==> src/shared/qpfep_pkg.sv <==
// Shared constants and types for the quad-phase fetch/execute sequencer.
package qpfep_pkg;

    // ------------------------------------------------------------------
    // Clocking
    // ------------------------------------------------------------------
    localparam int SYS_CLK_HZ = 40_000_000;
    localparam int PHASES_PER_CYCLE = 4;

    // Phase order is Gray coded so that only one bit moves per step.
    typedef enum logic [1:0] {
        PH_ONE = 2'h0,
        PH_TWO = 2'h1,
        PH_THREE = 2'h3,
        PH_FOUR = 2'h2
    } qpfep_phase_e;

    // ------------------------------------------------------------------
    // Widths and reset values
    // ------------------------------------------------------------------
    localparam int PC_W_DEFAULT = 21;
    localparam int WORD_W = 16;
    localparam int DM_ADDR_W = 12;
    localparam int DM_DATA_W = 8;
    localparam logic [20:0] RESET_ADDR = 21'h000000;
    localparam logic [15:0] NOP_WORD = 16'h0000;

    // ------------------------------------------------------------------
    // Instruction fields and encodings
    // ------------------------------------------------------------------
    localparam int TAG_LSB = 12;
    localparam int OP8_LSB = 8;
    localparam int OP7_LSB = 9;
    localparam int OP5_LSB = 11;
    localparam int REL_OFS_W = 11;
    localparam int LIT_W = 12;
    localparam logic [3:0] SECOND_TAG = 4'hF;
    localparam logic [3:0] MOVE_TAG = 4'hC;
    localparam logic [7:0] JUMP_OP = 8'hEF;
    localparam logic [6:0] CALL_OP = 7'h76;
    localparam logic [7:0] PTR_OP = 8'hEE;
    localparam logic [6:0] SKIP_OP = 7'h33;
    localparam logic [4:0] REL_OP = 5'h1A;

endpackage : qpfep_pkg

==> src/rtl/qpfep_pipeline.sv <==
// Quad-phase instruction sequencer with a two-stage fetch/execute pipe.
`timescale 1ns/1ps
module qpfep_pipeline
    import qpfep_pkg::*;
#(
    parameter int PC_W = PC_W_DEFAULT
) (
    input wire logic sys_clk,
    input wire logic resetn,
    output logic phase_one_clock,
    output logic phase_two_clock,
    output logic phase_three_clock,
    output logic phase_four_clock,
    output logic [PC_W-1:0] pm_addr,
    output logic pm_rd_en,
    input wire logic [WORD_W-1:0] pm_rdata,
    output logic [DM_ADDR_W-1:0] dm_addr,
    output logic dm_rd_en,
    input wire logic [DM_DATA_W-1:0] dm_rdata,
    output logic dm_wr_en,
    output logic [DM_DATA_W-1:0] dm_wdata,
    output logic [WORD_W-1:0] exec_word,
    output logic exec_valid,
    output logic ptr_load,
    output logic [1:0] ptr_sel,
    output logic [DM_ADDR_W-1:0] ptr_value
);

    // ------------------------------------------------------------------
    // Parameter check
    // ------------------------------------------------------------------
    if (PC_W < 12 || PC_W > 21) begin : g_bad_pc_w
        $error("PC_W must lie between 12 and 21");
    end

    localparam int WA_W = PC_W - 1;

    // ------------------------------------------------------------------
    // Reset release
    // ------------------------------------------------------------------
    logic [1:0] rst_sync_q;
    logic rst_n;

    always_ff @(posedge sys_clk or negedge resetn) begin
        if (!resetn) begin
            rst_sync_q <= 2'h0;
        end else begin
            rst_sync_q <= {rst_sync_q[0], 1'b1};
        end
    end

    assign rst_n = rst_sync_q[1];

    // ------------------------------------------------------------------
    // Phase generator
    // ------------------------------------------------------------------
    qpfep_phase_e phase_q;
    qpfep_phase_e phase_d;

    always_comb begin
        case (phase_q)
            PH_ONE: phase_d = PH_TWO;
            PH_TWO: phase_d = PH_THREE;
            PH_THREE: phase_d = PH_FOUR;
            PH_FOUR: phase_d = PH_ONE;
            default: phase_d = PH_ONE;
        endcase
    end

    always_ff @(posedge sys_clk or negedge rst_n) begin
        if (!rst_n) begin
            phase_q <= PH_ONE;
        end else begin
            phase_q <= phase_d;
        end
    end

    assign phase_one_clock = (phase_q == PH_ONE);
    assign phase_two_clock = (phase_q == PH_TWO);
    assign phase_three_clock = (phase_q == PH_THREE);
    assign phase_four_clock = (phase_q == PH_FOUR);

    // ------------------------------------------------------------------
    // Decode of the word in the latch
    // ------------------------------------------------------------------
    logic [WORD_W-1:0] fetched_word_latch_q;
    logic [WORD_W-1:0] first_q;
    logic expect_q;
    logic flush_q;
    logic skip_zero_q;
    logic is_second, operand_ok, lone_second;
    logic is_jump, is_rel, is_move, is_ptr, is_skip, take;

    // second words carry the 1111 tag
    assign is_second = (fetched_word_latch_q[WORD_W-1:TAG_LSB] == SECOND_TAG);
    // the tag only supplies data right after its first word
    assign operand_ok = is_second && expect_q;
    assign lone_second = is_second && !expect_q;
    assign is_jump = (fetched_word_latch_q[WORD_W-1:OP8_LSB] == JUMP_OP)
        || (fetched_word_latch_q[WORD_W-1:OP7_LSB] == CALL_OP);
    assign is_rel = (fetched_word_latch_q[WORD_W-1:OP5_LSB] == REL_OP);
    assign is_move = (fetched_word_latch_q[WORD_W-1:TAG_LSB] == MOVE_TAG);
    assign is_ptr = (fetched_word_latch_q[WORD_W-1:OP8_LSB] == PTR_OP)
        && (fetched_word_latch_q[7:6] == 2'h0);
    assign is_skip = (fetched_word_latch_q[WORD_W-1:OP7_LSB] == SKIP_OP);
    assign take = is_jump || is_rel || (is_skip && skip_zero_q);

    // ------------------------------------------------------------------
    // Program counter and fetch
    // ------------------------------------------------------------------
    logic [WA_W-1:0] pc_q;
    logic [WA_W-1:0] fetch_wa_q;
    logic [WORD_W-1:0] fetch_buf_q;
    logic [WA_W-1:0] jump_target;
    logic [WA_W-1:0] rel_target;

    // embedded word address lands on counter bits 20..1
    assign jump_target =
        WA_W'({pm_rdata[LIT_W-1:0], fetched_word_latch_q[7:0]});
    // word offset added to the word address doubles it in bytes
    assign rel_target = fetch_wa_q
        + {{(WA_W-REL_OFS_W){fetched_word_latch_q[REL_OFS_W-1]}},
        fetched_word_latch_q[REL_OFS_W-1:0]};

    // The counter holds a word address, so the byte address is always even.
    always_ff @(posedge sys_clk or negedge rst_n) begin
        if (!rst_n) begin
            pc_q <= RESET_ADDR[PC_W-1:1];
            fetch_wa_q <= RESET_ADDR[PC_W-1:1];
        end else if (phase_q == PH_ONE) begin
            // fetch cycle opens with the advance
            fetch_wa_q <= pc_q;
            pc_q <= pc_q + WA_W'(1);
        end else if (phase_q == PH_FOUR && is_jump) begin
            pc_q <= jump_target;
        end else if (phase_q == PH_FOUR && is_rel) begin
            pc_q <= rel_target;
        end
    end

    // byte address with the low bit held at zero
    assign pm_addr = {fetch_wa_q, 1'b0};
    // program memory read in phase four
    assign pm_rd_en = (phase_q == PH_FOUR);

    always_ff @(posedge sys_clk or negedge rst_n) begin
        if (!rst_n) begin
            fetch_buf_q <= NOP_WORD;
        end else if (phase_q == PH_FOUR) begin
            fetch_buf_q <= pm_rdata;
        end
    end

    // ------------------------------------------------------------------
    // Latch load and flush
    // ------------------------------------------------------------------
    // A word fetched while the counter was redirected is stale, so it is
    // replaced by a no-op rather than held back; this costs one cycle.
    always_ff @(posedge sys_clk or negedge rst_n) begin
        if (!rst_n) begin
            // start with a no-op in the latch
            fetched_word_latch_q <= NOP_WORD;
            flush_q <= 1'b0;
        end else if (phase_q == PH_ONE) begin
            // latch loads at the end of phase one
            fetched_word_latch_q <= flush_q ? NOP_WORD : fetch_buf_q;
            flush_q <= 1'b0;
        end else if (phase_q == PH_FOUR) begin
            // redirect or skip discards the fetched word
            flush_q <= take;
        end
    end

    always_ff @(posedge sys_clk or negedge rst_n) begin
        if (!rst_n) begin
            expect_q <= 1'b0;
            first_q <= NOP_WORD;
        end else if (phase_q == PH_FOUR) begin
            expect_q <= is_move || is_ptr;
            first_q <= fetched_word_latch_q;
        end
    end

    // one instruction per cycle while the next one is fetched
    assign exec_word = fetched_word_latch_q;
    assign exec_valid = (phase_q != PH_ONE)
        && (fetched_word_latch_q != NOP_WORD) && !lone_second;

    // ------------------------------------------------------------------
    // Data memory timing
    // ------------------------------------------------------------------
    logic [DM_DATA_W-1:0] move_data_q;

    // operand read in phase two, destination write in phase four
    assign dm_rd_en = (phase_q == PH_TWO) && (is_move || is_skip);
    assign dm_wr_en = (phase_q == PH_FOUR) && operand_ok
        && (first_q[WORD_W-1:TAG_LSB] == MOVE_TAG);
    assign dm_addr = is_skip ? {4'h0, fetched_word_latch_q[7:0]}
        : fetched_word_latch_q[DM_ADDR_W-1:0];
    assign dm_wdata = move_data_q;

    always_ff @(posedge sys_clk or negedge rst_n) begin
        if (!rst_n) begin
            move_data_q <= 8'h00;
            skip_zero_q <= 1'b0;
        end else if (phase_q == PH_TWO) begin
            if (is_move) begin
                move_data_q <= dm_rdata;
            end
            skip_zero_q <= is_skip && (dm_rdata == 8'h00);
        end
    end

    // The pointer load is reported one edge after phase four.
    always_ff @(posedge sys_clk or negedge rst_n) begin
        if (!rst_n) begin
            ptr_load <= 1'b0;
            ptr_sel <= 2'h0;
            ptr_value <= 12'h000;
        end else begin
            ptr_load <= (phase_q == PH_FOUR) && operand_ok
                && (first_q[WORD_W-1:OP8_LSB] == PTR_OP);
            if (phase_q == PH_FOUR && operand_ok) begin
                ptr_sel <= first_q[5:4];
                ptr_value <= {first_q[3:0], fetched_word_latch_q[7:0]};
            end
        end
    end
endmodule : qpfep_pipeline

==> config.mk <==
export PLATFORM = sky130hd
export DESIGN_NAME = qpfep_pipeline
export DESIGN_NICKNAME = d
export VERILOG_FILES = /design/src/shared/qpfep_pkg.sv /design/src/rtl/qpfep_pipeline.sv
export SDC_FILE = /design/constraint.sdc
export NUM_CORES = 1
export LEC_CHECK = 0
export ABC_CLOCK_PERIOD_IN_PS = 3300
export BUFFER_PORTS_ARGS = -buffer_cell sky130_fd_sc_hd__buf_2
export CORE_AREA = 2 2 100 140
export CTS_CLUSTER_DIAMETER = 30
export DETAILED_ROUTE_END_ITERATION = 12
export DIE_AREA = 0 0 102 142
export PLACE_DENSITY = 0.84
export SYNTH_ARGS = -nofsm -noshare
export SYNTH_HDL_FRONTEND = slang
export SYNTH_SLANG_ARGS = --single-unit
==> constraint.sdc <==
create_clock -name sys_clk -period 3.3 [get_ports sys_clk]
set_input_delay 0.165 -clock sys_clk [delete_from_list [all_inputs] [get_ports sys_clk]]
set_output_delay 0.165 -clock sys_clk [all_outputs]
set_load 0.01 [all_outputs]
# Yosys cells after proc, flatten, opt, wreduce, memory -nomap -nowiden
# Index checks and enable logic that the tools add are counted.
[op_classes] add_sub_neg=2 eq_ne=12 muxes=8 reduce_logical=28
[ops] cell="$mux 20" n=3
[ops] cell="$eq 8x8->1 const B" n=3
[ops] cell="$add 20x1->20 const B" n=1
[ops] cell="$add 20x20->20" n=1
[ops] cell="$mux 16" n=1
[ops] cell="$reduce_bool 16->1" n=1
[ops] cell="$logic_and 1x1->1" n=13
[ops] cell="$eq 4x4->1 const B" n=3
[ops] cell="$mux 12" n=1
[ops] cell="$logic_not 8->1" n=1
[ops] cell="$pmux 2 s4" n=1
[ops] cell="$eq 7x6->1 const B" n=1
[ops] cell="$eq 7x7->1 const B" n=1
[ops] cell="$eq 5x5->1 const B" n=1
[ops] cell="$logic_or 1x1->1" n=5
[ops] cell="$eq 2x2->1 const B" n=2
[ops] cell="$logic_not 2->1" n=2
[ops] cell="$reduce_bool 2->1" n=2
[ops] cell="$reduce_bool 3->1" n=1
[ops] cell="$eq 2x1->1 const B" n=1
[ops] cell="$logic_not 1->1" n=2
[ops] cell="$mux 1" n=2
[ops] cell="$reduce_and 2->1" n=1
[word_totals] regBits=118 input_bits=26 output_inout_bits=80 elab_cells=64

# Depth between registers and ports, before layout
# Gate-level depths: netlist (run 1).
[depth] ltp_word=6 mapped_depth=10 depth_no_buf=9

# Worst setup path before layout (run 1)
# OpenSTA, ideal clock, no wires.
[synth_path] path_kind="register to register" startpoint="reg fetched_word_latch_q[10] (netlist: exec_word[10])" endpoint="reg pc_q[19]" setup_time_ns=0.092 arrival_time_ns=2.224 required_time_ns=3.208 path_slack_ns=0.984 path_stages_with_launch=9 n_path_buf=1 period_less_slack_ns=2.316 path_cell_list="dfrtp_1 > ha_1 > clkbuf_1 > nor2_1 > or3_1 > a311o_1 > a22oi_2 > xnor2_1 > o31ai_2"
[synth_via] elab_chain_cells=5 elab_cells_between_ends=9 classes_between="add/sub (1); eq/ne (2); mux (3); reduce/logical (3)"
[synth_rtl] element="start: declaration" line="qpfep_pipeline.sv:86" source="logic [WORD_W-1:0] fetched_word_latch_q;"
[synth_rtl] element="start signal: assignment" line="qpfep_pipeline.sv:166" source="fetched_word_latch_q <= flush_q ? NOP_WORD : fetch_buf_q;"
[synth_rtl] element="branches (longest 5 deep; another with $add 20x20->20)"
[synth_rtl] element="end signal: assignment" line="qpfep_pipeline.sv:133" source="pc_q <= pc_q + WA_W'(1);"
[synth_rtl] element="end signal: assignment" line="qpfep_pipeline.sv:135" source="pc_q <= jump_target;"
[synth_rtl] element="end signal: assignment" line="qpfep_pipeline.sv:137" source="pc_q <= rel_target;"
[synth_rtl] element="end: declaration" line="qpfep_pipeline.sv:111" source="logic [WA_W-1:0] pc_q;"
# Several ways; the timed one is not identified. The select of a mux whose other input is x is not followed.
# A chain may end at the register's enable or synchronous reset.

# Worst setup path after layout (run 1)
[layout_path] startpoint="reg fetched_word_latch_q[0] (netlist: exec_word[0])" endpoint="reg pc_q[18]"
[layout_via] elab_chain_cells=4
[layout_rtl] element="$add 20x20->20" line="qpfep_pipeline.sv:122" source="+ {{(WA_W-REL_OFS_W){fetched_word_latch_q[REL_OFS_W-1]}},"
[layout_rtl] element="$mux 20" line="qpfep_pipeline.sv:136" source="end else if (phase_q == PH_FOUR && is_rel) begin"
[layout_rtl] element="$mux 20" line="qpfep_pipeline.sv:134" source="end else if (phase_q == PH_FOUR && is_jump) begin"
[layout_rtl] element="$mux 20" line="qpfep_pipeline.sv:130" source="end else if (phase_q == PH_ONE) begin"
# Every way passes these cells. The select of a mux whose other input is x is not followed.

==> impl_metrics.json, run 1 <==
{
  "outcome": "finished, final reports clean",
  "cts.sinks": 116,
  "place_congestion": 1.008,
  "tns_ns": 0,
  "critPathLaunchType": "flop",
  "worst_slack_ns": 0.5406,
  "path_class": "flop to flop",
  "syn_inst": 667,
  "via_per_inst": 6.029,
  "dp.cells": 920,
  "grt_overflow": 0,
  "grt_pass1_wl_um": 29550,
  "comb_power_share_pct": 22.5,
  "wl_per_cell_um": 19.43,
  "fin_area_um2": 7785,
  "synth_edf_count": 0,
  "avgSynthCellArea_um2": 9.687,
  "max_freq_mhz": 362.4,
  "crit_slowest_cell": "a2111oi_0",
  "wirelength_um": 18670,
  "grt_use_met3_pct": 4.764,
  "cts_resized": 0,
  "met1_usage_pct": 32.14,
  "drive_gt1_share_pct": 28.88,
  "critPathMaxFanout": 8,
  "grt_pass1_vias": 5692,
  "critPathArrivalTime_ns": 3.03,
  "rows": 50,
  "crit_buf_inv": 1,
  "yosys_warnings": 0,
  "tightest_slew_ns": 0.8384,
  "cts_setup_buffers": 0,
  "synth.net_count": 714,
  "final_nets": 813,
  "synth-seq-cells": 116,
  "start_util_pct": 48.72,
  "maxSlewHeadroom_pct": 44.11,
  "drc": 0,
  "critPathRequiredTime_ns": 3.57,
  "nFillCells": 1150,
  "instances_no_fill": 961,
  "grtUsageTotal_pct": 26.59,
  "numCtsBuffers": 17,
  "die_h_um": 142,
  "p_sw_uw": 1555,
  "synth_area_um2": 6461,
  "place_ws_ns": 0.7118,
  "vias": 5794,
  "grt_max_degree": 57,
  "die_area_um2": 14480,
  "core_um2": 13260,
  "drt-initial-drc-count": 462,
  "crit_path_max_incr_delay_ns": 0.55,
  "path_clk_slew_ns": 0.06,
  "clockRootBuffer": "clkbuf_16",
  "diodes": 0,
  "hold_path.class": "primary input to flop",
  "maxCapViolCount": 0,
  "multiInputGateArea_um2": 3271,
  "clkPwrFrac_pct": 39.4,
  "synthArstFlopShare_pct": 100.0,
  "period_share_pct": 83.62,
  "use_met2_pct": 43.59,
  "whs_ns": 0.005489,
  "setup_violations": 0,
  "dp_hpwl_um": 12830,
  "dpl_cell_area_um2": 7099,
  "ys_types": 72,
  "io_pins": 106,
  "yosysSeqAreaShare_pct": 44.93,
  "powerDensity_nw_per_um2": 608.2,
  "die_w_um": 102,
  "seq_area_um2": 2907,
  "netSwitchingFraction_pct": 32.85,
  "busiest_layer": "met2",
  "rsz0062_at_grt": "no",
  "cts_tree": "yes",
  "crit_family": "compound AO/OA/AOI/OAI gates",
  "p_seq_share_pct": 38.1,
  "cts_max_path_buffers": 2,
  "crit_chain": "ha_1, inv_1, fa_1, nor2b_1, o31a_1, o21ai_0, o211ai_1, a2111oi_0, a221oi_1",
  "antenna_left": 0,
  "total_leakage_power_uw": 0.003624,
  "area_growth_pct": 20.49,
  "hold_viol": 0,
  "synth_flop_cell": "dfrtp_1",
  "h-tree-depth": 4,
  "critPathCaptureType": "flop",
  "dr.pass1.iters": 5,
  "min_period_ns": 2.759,
  "clk_latency_ns": 0.42,
  "port_buffers": 104,
  "slew_violations": 0,
  "antenna_found_initial": 0,
  "max-vdd-ir-drop_uv": 546.4,
  "finalClockSkew_ns": 0.007022,
  "p_int_uw": 3180
}
## Yosys cell counts (4+ instances only)
| cell type | count | area share [%] |
|---|---|---|
| o211ai_1 | 7 | 0.81 |
| nand2b_1 | 4 | 0.39 |
| buf_2 | 9 | 0.70 |
| buf_4 | 13 | 1.5 |
| or3_1 | 7 | 0.68 |
| a21oi_1 | 26 | 2.0 |
| o21ai_0 | 29 | 2.2 |
| dfrtp_1 | 116 | 45 |
| nand2_1 | 120 | 7.0 |
| ha_1 | 20 | 3.9 |
| xor2_1 | 7 | 0.95 |
| a21o_1 | 13 | 1.5 |
| nor3_1 | 11 | 0.85 |
| o22ai_1 | 8 | 0.77 |
| a31oi_1 | 11 | 1.1 |
| clkbuf_1 | 16 | 0.93 |
| inv_1 | 14 | 0.81 |
| o21a_1 | 9 | 1.0 |
| mux2i_1 | 7 | 1.1 |
| nor4_1 | 10 | 0.97 |
| mux2_2 | 53 | 9.2 |
| clkbuf_2 | 4 | 0.31 |
| xnor2_1 | 5 | 0.68 |
| nand3b_1 | 16 | 1.9 |
| nand3_1 | 18 | 1.4 |
| nor2_1 | 32 | 1.9 |
| buf_1 | 5 | 0.29 |
| nand4_1 | 9 | 0.87 |
## repair_timing
action,CTS,global route
endpoints found under the hold margin,10,0
hold buffers,9,0
endpoints found under the setup margin,0,0
## cells by family after synthesis
family	after synthesis	synth area share (%)
and+or+nand+nor	253	19.17
AOI/OAI and AO/OA	141	15.05
adders and majority gates	21	4.183
buffers and inverters	62	4.609
xor gates and xnor gates	12	1.627
DFF	116	44.93
other	2	0.1162
muxes	60	10.32
## worst register-to-register path: cells and delay by family (launching register included)
family	cells	cell delay (ns)
buf+inv	1	0.08
simple gates	1	0.07
compound gates	5	1.57
fa+ha+maj	2	0.46
flops	1	0.45
## final cells by class
cell class | count | area share (%)
inverters | 15 | 0.7232
multi-input cells | 489 | 42.01
well taps | 182 | 2.925
clock buffers | 17 | 5.464
flip-flops and latches | 116 | 37.34
repair buffers | 127 | 9.354
clock inverters | 15 | 2.186
## layout by cell type, fill, tap and decap left out, types with 3 or more instances in the layout
| cell | instances |
|---|---|
| a21o_1 | 13 |
| clkinv_4 | 3 |
| nand2_1 | 119 |
| o21ai_0 | 29 |
| inv_1 | 14 |
| o21ai_1 | 3 |
| a211oi_1 | 3 |
| and2_1 | 3 |
| buf_2 | 104 |
| ha_1 | 20 |
| o22ai_1 | 8 |
| clkbuf_16 | 17 |
| xor2_1 | 7 |
| nor3_1 | 11 |
| mux2_2 | 53 |
| inv_6 | 6 |
| a21oi_1 | 26 |
| nand3_1 | 18 |
| xnor2_1 | 5 |
| o21a_1 | 9 |
| nor4_1 | 10 |
| a31oi_1 | 11 |
| nand4_1 | 9 |
| dfrtp_1 | 115 |
| nor2_1 | 32 |
| buf_4 | 13 |
| nand2b_1 | 4 |
| or3_1 | 7 |
| dlygate4sd3_1 | 9 |
| o211a_1 | 3 |
| nand3b_1 | 16 |
| mux2i_1 | 7 |
| o211ai_1 | 7 |
## per-layer routing
metal  vias to the layer above  routed length [um]
li1                       2594                   -
met3                        92                1264
met5                         -                   0
met4                         0                1150
met2                       320                9384
met1                      2788                6873
## power by group through the flow
stage	clock (uW)	combinational [uW]	sequential, uW
2_1_floorplan	0	692	1810
3_3_place_gp	0	993	1810
3_5_place_dp	0	1020	1820
4_1_cts	1880	1050	1800
5_1_grt	1950	1160	1820
6_report	1870	1060	1800
## stage by stage
step | power, uW | util, %
floorplan | 2497 | -
global placement | 2805 | 53.53
detailed placement | 2839 | 53.53
CTS | 4727 | 58.70
global route | 4937 | 58.70
finish | 4735 | 58.70
## final timing paths
check                                         startpoint                          to  slack [ns]  depth (start not counted)
worst max register to register  exec_word[0]$_DFFE_PN0P_        pc_q[18]$_DFFE_PN0P_        0.54                          9
min in group asynchronous                         resetn     rst_sync_q[1]$_DFF_PN0_        0.06                          2
worst max-delay path            exec_word[0]$_DFFE_PN0P_        pc_q[18]$_DFFE_PN0P_        0.54                          9
worst min-delay path                         dm_rdata[7]     dm_wdata[7]$_DFFE_PN0P_       0.005                          2
max in group asynchronous        rst_sync_q[1]$_DFF_PN0_  fetch_wa_q[18]$_DFFE_PN0P_        2.00                          1
worst min register to register   rst_sync_q[0]$_DFF_PN0_     rst_sync_q[1]$_DFF_PN0_        0.35                          0
## flip-flops by register name, indices dropped and copies added (netlist names), 2 cells and up
register and flops:
first_q 14, exec_word 16, rst_sync_q 2, fetch_buf_q 16, ptr_value 12, fetch_wa_q 20, dm_wdata 8, phase_q 2
pc_q 20, ptr_sel 2
(Power assumes the default switching activity.)
==> run 2: changes to the inputs <==
--- a/config.mk
+++ b/config.mk
@@ -5,13 +5,13 @@
 export SDC_FILE = /design/constraint.sdc
 export NUM_CORES = 1
 export LEC_CHECK = 0
-export ABC_CLOCK_PERIOD_IN_PS = 3300
+export ABC_CLOCK_PERIOD_IN_PS = 2700
 export BUFFER_PORTS_ARGS = -buffer_cell sky130_fd_sc_hd__buf_2
 export CORE_AREA = 2 2 100 140
 export CTS_CLUSTER_DIAMETER = 30
 export DETAILED_ROUTE_END_ITERATION = 12
 export DIE_AREA = 0 0 102 142
-export PLACE_DENSITY = 0.84
+export PLACE_DENSITY = 0.82
 export SYNTH_ARGS = -nofsm -noshare
 export SYNTH_HDL_FRONTEND = slang
 export SYNTH_SLANG_ARGS = --single-unit
==> constraint.sdc (replaced) <==
create_clock -name sys_clk -period 2.7 [get_ports sys_clk]
set_input_delay 0.135 -clock sys_clk [delete_from_list [all_inputs] [get_ports sys_clk]]
set_output_delay 0.135 -clock sys_clk [all_outputs]
set_load 0.01 [all_outputs]
==> run 2 against run 1 <==
Fmax grew 9.1%. Combinational power grew 26%. Power is 25% higher. Non-clock buffer count is 30 higher. Sequential power grew 21%. Sequential cell count did not move. Register-to-register slack worse by 0.37 ns. Global-route usage is 1.4 points higher. Cell count rose by 3.1%. Hold slack gained 0.0085 ns. Design area rose by 3.7%. Critical endpoint is now pc_q[16]$_DFFE_PN0P_. Largest cell class unchanged. Largest power group unchanged.
==> impl_metrics.json, run 2 (synthesized netlist as in run 1, its figures left out) <==
{
  "cts.sinks": 116,
  "path_clk_slew_ns": 0.06,
  "dpl_cell_area_um2": 7234,
  "final_cell_mix": "nand2_1 (119), dfrtp_1 (115), buf_2 (104), mux2_2 (53), nor2_1 (32)",
  "critPathArrivalTime_ns": 2.84,
  "p_seq_share_pct": 37.0,
  "maxCapViolCount": 0,
  "largestRegisters": "fetch_wa_q: 20 flops, pc_q: 20 flops",
  "crit_family": "compound AO/OA/AOI/OAI gates",
  "die_w_um": 102,
  "critPathCaptureType": "flop",
  "place_congestion": 0.9608,
  "clk_latency_ns": 0.42,
  "via_per_inst": 5.923,
  "max_freq_mhz": 395.4,
  "tightest_slew_ns": 0.6776,
  "drt-initial-drc-count": 500,
  "die_h_um": 142,
  "core_um2": 13260,
  "hold_viol": 0,
  "critPathLaunchType": "flop",
  "rr_startpoint": "exec_word[0]$_DFFE_PN0P_",
  "diodes": 0,
  "grt_pass1_wl_um": 30880,
  "die_area_um2": 14480,
  "area_growth_pct": 24.90,
  "port_buffers": 104,
  "io_pins": 106,
  "netSwitchingFraction_pct": 32.07,
  "final_nets": 843,
  "hold_path.class": "primary input to async pin",
  "p_int_uw": 4005,
  "p_total_uw": 5895,
  "slew_violations": 0,
  "min_period_ns": 2.529,
  "setup_violations": 0,
  "tns_ns": 0,
  "maxSlewHeadroom_pct": 54.41,
  "clockRootBuffer": "clkbuf_16",
  "wl_per_cell_um": 19.67,
  "critPathRequiredTime_ns": 3.01,
  "start_util_pct": 48.72,
  "powerDensity_nw_per_um2": 730.5,
  "total_leakage_power_uw": 0.003768,
  "period_share_pct": 93.67,
  "antenna_left": 0,
  "r2r.worst_path.cells": 9,
  "dp_hpwl_um": 13770,
  "rows": 50,
  "grt_max_degree": 68,
  "drive_gt1_share_pct": 30.16,
  "crit_chain": "ha_1, inv_1, fa_1, nor2b_1, o31a_1, o21ai_0, a31o_2, mux2i_1, a211o_1",
  "clkPwrFrac_pct": 40.3,
  "vias": 5870,
  "h-tree-depth": 4,
  "grtUsageTotal_pct": 28.03,
  "cts_max_path_buffers": 2,
  "fin_area_um2": 8070,
  "grt_pass1_vias": 5880,
  "whs_ns": 0.01395,
  "cts_tree": "yes",
  "crit_path_max_incr_delay_ns": 0.48,
  "finalClockSkew_ns": 0.009030,
  "crit_slowest_cell": "dfrtp_1",
  "crit_buf_inv": 1,
  "numCtsBuffers": 17,
  "critPathMaxFanout": 8,
  "critPathLaunch": "exec_word[0]$_DFFE_PN0P_",
  "wirelength_um": 19490,
  "path_class": "flop to flop",
  "comb_power_share_pct": 22.7,
  "grt_overflow": 0,
  "p_sw_uw": 1891,
  "cp.depth": 9,
  "dr.pass1.iters": 5,
  "rsz0062_at_grt": "no",
  "antenna_found_initial": 0,
  "drc": 0,
  "max-vdd-ir-drop_uv": 529.9,
  "outcome": "finished, final reports clean",
  "final_common_cell": "nand2_1"
}
## run 2: changes by cell type in the layout (fill, tap and decap cells not counted)
| cell | before | now |
|---|---|---|
| clkinvlp_4 | 2 | 3 |
| clkinv_2 | 1 | 0 |
| dlygate4sd3_1 | 9 | 21 |
| a2111oi_0 | 1 | 0 |
| buf_4 | 13 | 31 |
| clkinv_4 | 3 | 2 |
| bufinv_16 | 2 | 3 |
| a2111oi_2 | 0 | 1 |
## run 2: metrics by stage
| stage | setup slack (ns) | utilization, % | std cells |
|---|---|---|---|
| finish | 0.1709 | 60.85 | 991 |
| global route | 0.03803 | 60.85 | 991 |
| CTS | 0.1870 | 60.80 | 991 |
| detailed placement | 0.2380 | 54.55 | 938 |
| global placement | 0.2998 | 54.55 | 938 |
| floorplan | 0.3843 | - | 667 |
## run 2: final timing paths
| check | end | slack (ns) |
|---|---|---|
| setup / recovery | pc_q[16]$_DFFE_PN0P_ | 0.17 |
| hold / removal | rst_sync_q[1]$_DFF_PN0_ | 0.01 |
| setup reg to reg | pc_q[16]$_DFFE_PN0P_ | 0.17 |
| hold reg to reg | ptr_value[4]$_DFFE_PN0P_ | 0.23 |
| max in group asynchronous | pc_q[15]$_DFFE_PN0P_ | 1.78 |
| min in group sys_clk | fetch_buf_q[5]$_DFFE_PN0P_ | 0.02 |
## run 2: cell type report
cell class | instances | area [um2]
Multi-Input combinational cell | 489 | 3277
Inverter | 15 | 56.30
Sequential cell | 116 | 2907
Fill cell | 1106 | 5192
Timing Repair Buffer | 157 | 983.4
Clock buffer | 17 | 425.4
Tap cell | 182 | 227.7
Clock inverter | 15 | 193.9
## run 2: per-layer routing
metal | wire (um) | track usage (%) | share of wire (%) | up-vias
li1 | - | - | - | 2662
met4 | 901 | 14.74 | 4.6 | 0
met5 | 0 | 0 | 0 | -
met3 | 1098 | 6.090 | 5.6 | 74
met1 | 7369 | 33.16 | 38 | 2858
met2 | 10120 | 47.20 | 52 | 276
## run 2: power groups by stage
stage | Clock [uW] | Sequential (uW) | Combinational [uW]
finish | 2380 | 2180 | 1340
global route | 2470 | 2200 | 1480
CTS | 2390 | 2170 | 1320
detailed placement | 0 | 2200 | 1280
global placement | 0 | 2190 | 1260
floorplan | 0 | 2210 | 845
## run 2: repair_timing
action	4_1_cts	5_1_grt
hold buffers	21	0
buffers inserted	0	0
gates resized for setup	0	2
setup endpoints to repair	0	1
endpoints found under the hold margin	24	0
==> run 3: changes to the inputs <==
==> config.mk (replaced) <==
export PLATFORM = sky130hd
export DESIGN_NAME = qpfep_pipeline
export DESIGN_NICKNAME = d
export VERILOG_FILES = /design/src/shared/qpfep_pkg.sv /design/src/rtl/qpfep_pipeline.sv
export SDC_FILE = /design/constraint.sdc
export NUM_CORES = 1
export LEC_CHECK = 0
export ABC_CLOCK_PERIOD_IN_PS = 2700
export BUFFER_PORTS_ARGS = -buffer_cell sky130_fd_sc_hd__buf_4
export CELL_PAD_IN_SITES_DETAIL_PLACEMENT = 1
export CELL_PAD_IN_SITES_GLOBAL_PLACEMENT = 2
export CORE_AREA = 2 2 117 164
export CTS_CLUSTER_DIAMETER = 30
export DETAILED_ROUTE_END_ITERATION = 12
export DIE_AREA = 0 0 119 166
export PLACE_DENSITY = 0.91
export RECOVER_POWER = 50
export SYNTH_ARGS = -nofsm -noshare
export SYNTH_HDL_FRONTEND = slang
export SYNTH_SLANG_ARGS = --single-unit
==> run 3 against run 2 <==
The run now ends with capacitance limit, slew limit left. Hold slack hardly changed. Cell count is 6.7% higher. Clock power is 6% lower. Global-route usage is 4.1 points lower.
==> impl_metrics.json, run 3 (synthesized netlist as in run 1, its figures left out) <==
{
  "outcome": "finished with violations",
  "violations": "capacitance limit, slew limit",
  "crit_end": "pc_q[10]$_DFFE_PN0P_",
  "r2r_end": "pc_q[10]$_DFFE_PN0P_",
  "cts_setup_buffers": 0,
  "period_share_pct": 93.52,
  "final_cell_mix": "nand2_1 (120), dfrtp_1 (115), buf_4 (90), mux2_2 (53), clkbuf_1 (44)",
  "maxSlewHeadroom_pct": -35.86,
  "dp_hpwl_um": 16730,
  "vias": 5864,
  "clockRootBuffer": "clkbuf_16",
  "start_util_pct": 35.15,
  "p_total_uw": 5823,
  "die_area_um2": 19750,
  "rr_startpoint": "fetch_wa_q[0]$_DFFE_PN0P_",
  "grt_pass1_vias": 6564,
  "critPathMaxFanout": 5,
  "core_um2": 18380,
  "crit_path_max_incr_delay_ns": 0.42,
  "grt_overflow": 0,
  "port_buffers": 104,
  "place_ws_ns": 0.1604,
  "area_growth_pct": 27.52,
  "antenna_left": 0,
  "multiInputGateArea_um2": 3268,
  "final_common_cell": "nand2_1",
  "via_per_inst": 5.548,
  "die_w_um": 119,
  "drive_gt1_share_pct": 24.35,
  "rsz0062_at_grt": "no",
  "io_pins": 106,
  "place_congestion": 0.9046,
  "h-tree-depth": 4,
  "setup_violations": 0,
  "numCtsBuffers": 17,
  "critPathLaunchType": "flop",
  "worst_slack_ns": 0.1751,
  "largestRegisters": "fetch_wa_q: 20 flops, pc_q: 20 flops",
  "grt_max_degree": 51,
  "powerDensity_nw_per_um2": 706.7,
  "max_freq_mhz": 396.1,
  "max-vdd-ir-drop_uv": 438.6,
  "grtUsageTotal_pct": 23.98,
  "crit_slowest_cell": "fa_1",
  "antenna_found_initial": 0,
  "grt_pass1_wl_um": 36470,
  "critPathLaunch": "fetch_wa_q[0]$_DFFE_PN0P_",
  "diodes": 0,
  "finalClockSkew_ns": 0.01371,
  "clk_latency_ns": 0.43,
  "hold_viol": 0,
  "total_leakage_power_uw": 0.003667,
  "critPathCaptureType": "flop",
  "path_class": "flop to flop",
  "maxCapViolCount": 1,
  "rrSetupSlack_ns": 0.18,
  "drt-initial-drc-count": 369,
  "cts_tree": "yes",
  "tightest_slew_ns": 2.038,
  "cts_max_path_buffers": 2,
  "r2r.worst_path.cells": 9,
  "die_h_um": 166,
  "slew_violations": 50,
  "path_clk_slew_ns": 0.06,
  "cts.sinks": 116,
  "wirelength_um": 22910,
  "hold_path.class": "primary input to async pin",
  "critPathRequiredTime_ns": 3.00,
  "crit_chain": "ha_1, inv_1, fa_1, nor2b_1, o31a_1, o21ai_0, and3_1, o21a_1, a311o_1",
  "wl_per_cell_um": 21.67,
  "rows": 59,
  "nFillCells": 2120,
  "drc": 0,
  "seq_area_um2": 2904,
  "tns_ns": 0,
  "final_nets": 847,
  "min_period_ns": 2.525,
  "dr.pass1.iters": 4,
  "critPathArrivalTime_ns": 2.82
}
[run 3: changes by cell type in the layout (fill, tap and decap cells not counted), sizes merged]
cell and delta:
bufinv -2, inv -1, clkinvlp -1, buf -44
clkinv +3, clkbuf +45, dlygate4sd3 +4
[run 3: worst max-delay path, delay by kind of cell (launching register included)]
family	cells	cell delay [ns]
buffers and inverters	1	0.07
AO/OA/AOI/OAI	4	0.92
AND/OR/NAND/NOR	2	0.41
flip-flops	1	0.37
adder cells (fa/ha/maj)	2	0.62
[run 3: worst min-delay path by stage]
stage | end | from | slack (ns) | cells past startpoint
2_1_floorplan | rst_sync_q[0]$_DFF_PN0_ | resetn | -0.16 | 0
3_3_place_gp | rst_sync_q[0]$_DFF_PN0_ | resetn | -0.08 | 1
3_5_place_dp | rst_sync_q[0]$_DFF_PN0_ | resetn | -0.08 | 1
4_1_cts | fetch_buf_q[7]$_DFFE_PN0P_ | pm_rdata[7] | 0.00006 | 2
5_1_grt | rst_sync_q[0]$_DFF_PN0_ | resetn | 0.05 | 2
6_report | rst_sync_q[1]$_DFF_PN0_ | resetn | 0.01 | 2
[run 3: layer usage]
metal  global-route usage (%)  routed length, um  vias to the layer above
li1                         -                  -                     2663
met1                    26.42               8745                     2966
met2                    42.20              12060                      165
met3                    5.185                859                       70
met4                    13.77               1238                        0
met5                        0                  0                        -
[run 3: final cells by class]
| type | instances | area share, % |
|---|---|---|
| clock inverter | 14 | 1.746 |
| timing repair buffer | 161 | 13.62 |
| inverter | 15 | 0.6834 |
| tap | 244 | 3.705 |
| clock buffer | 18 | 5.330 |
| multi-input combinational | 489 | 39.67 |
| sequential | 116 | 35.25 |
[run 3: report_power, final]
group	internal, uW	switching, uW
clock	1320	919
combinational	596	793
sequential	1940	265
total	3850	1980
[run 3: through the flow]
step / area (um2) / hold slack (ns) / cells / util [%]
floorplan: 6462 / -0.1606 / 667 / -
global placement: 7582 / -0.08207 / 1000 / 41.25
detailed placement: 7582 / -0.07956 / 1000 / 41.25
CTS: 8406 / 0.00005881 / 1056 / 45.73
global route: 8239 / 0.05249 / 1057 / 44.82
finish: 8239 / 0.01366 / 1057 / 44.82
[run 3: what timing repair did]
action / CTS / global route
setup endpoints to repair: 0 / 3
hold buffers: 24 / 1
resized for setup: 0 / 1
endpoints found under the hold margin: 27 / 1
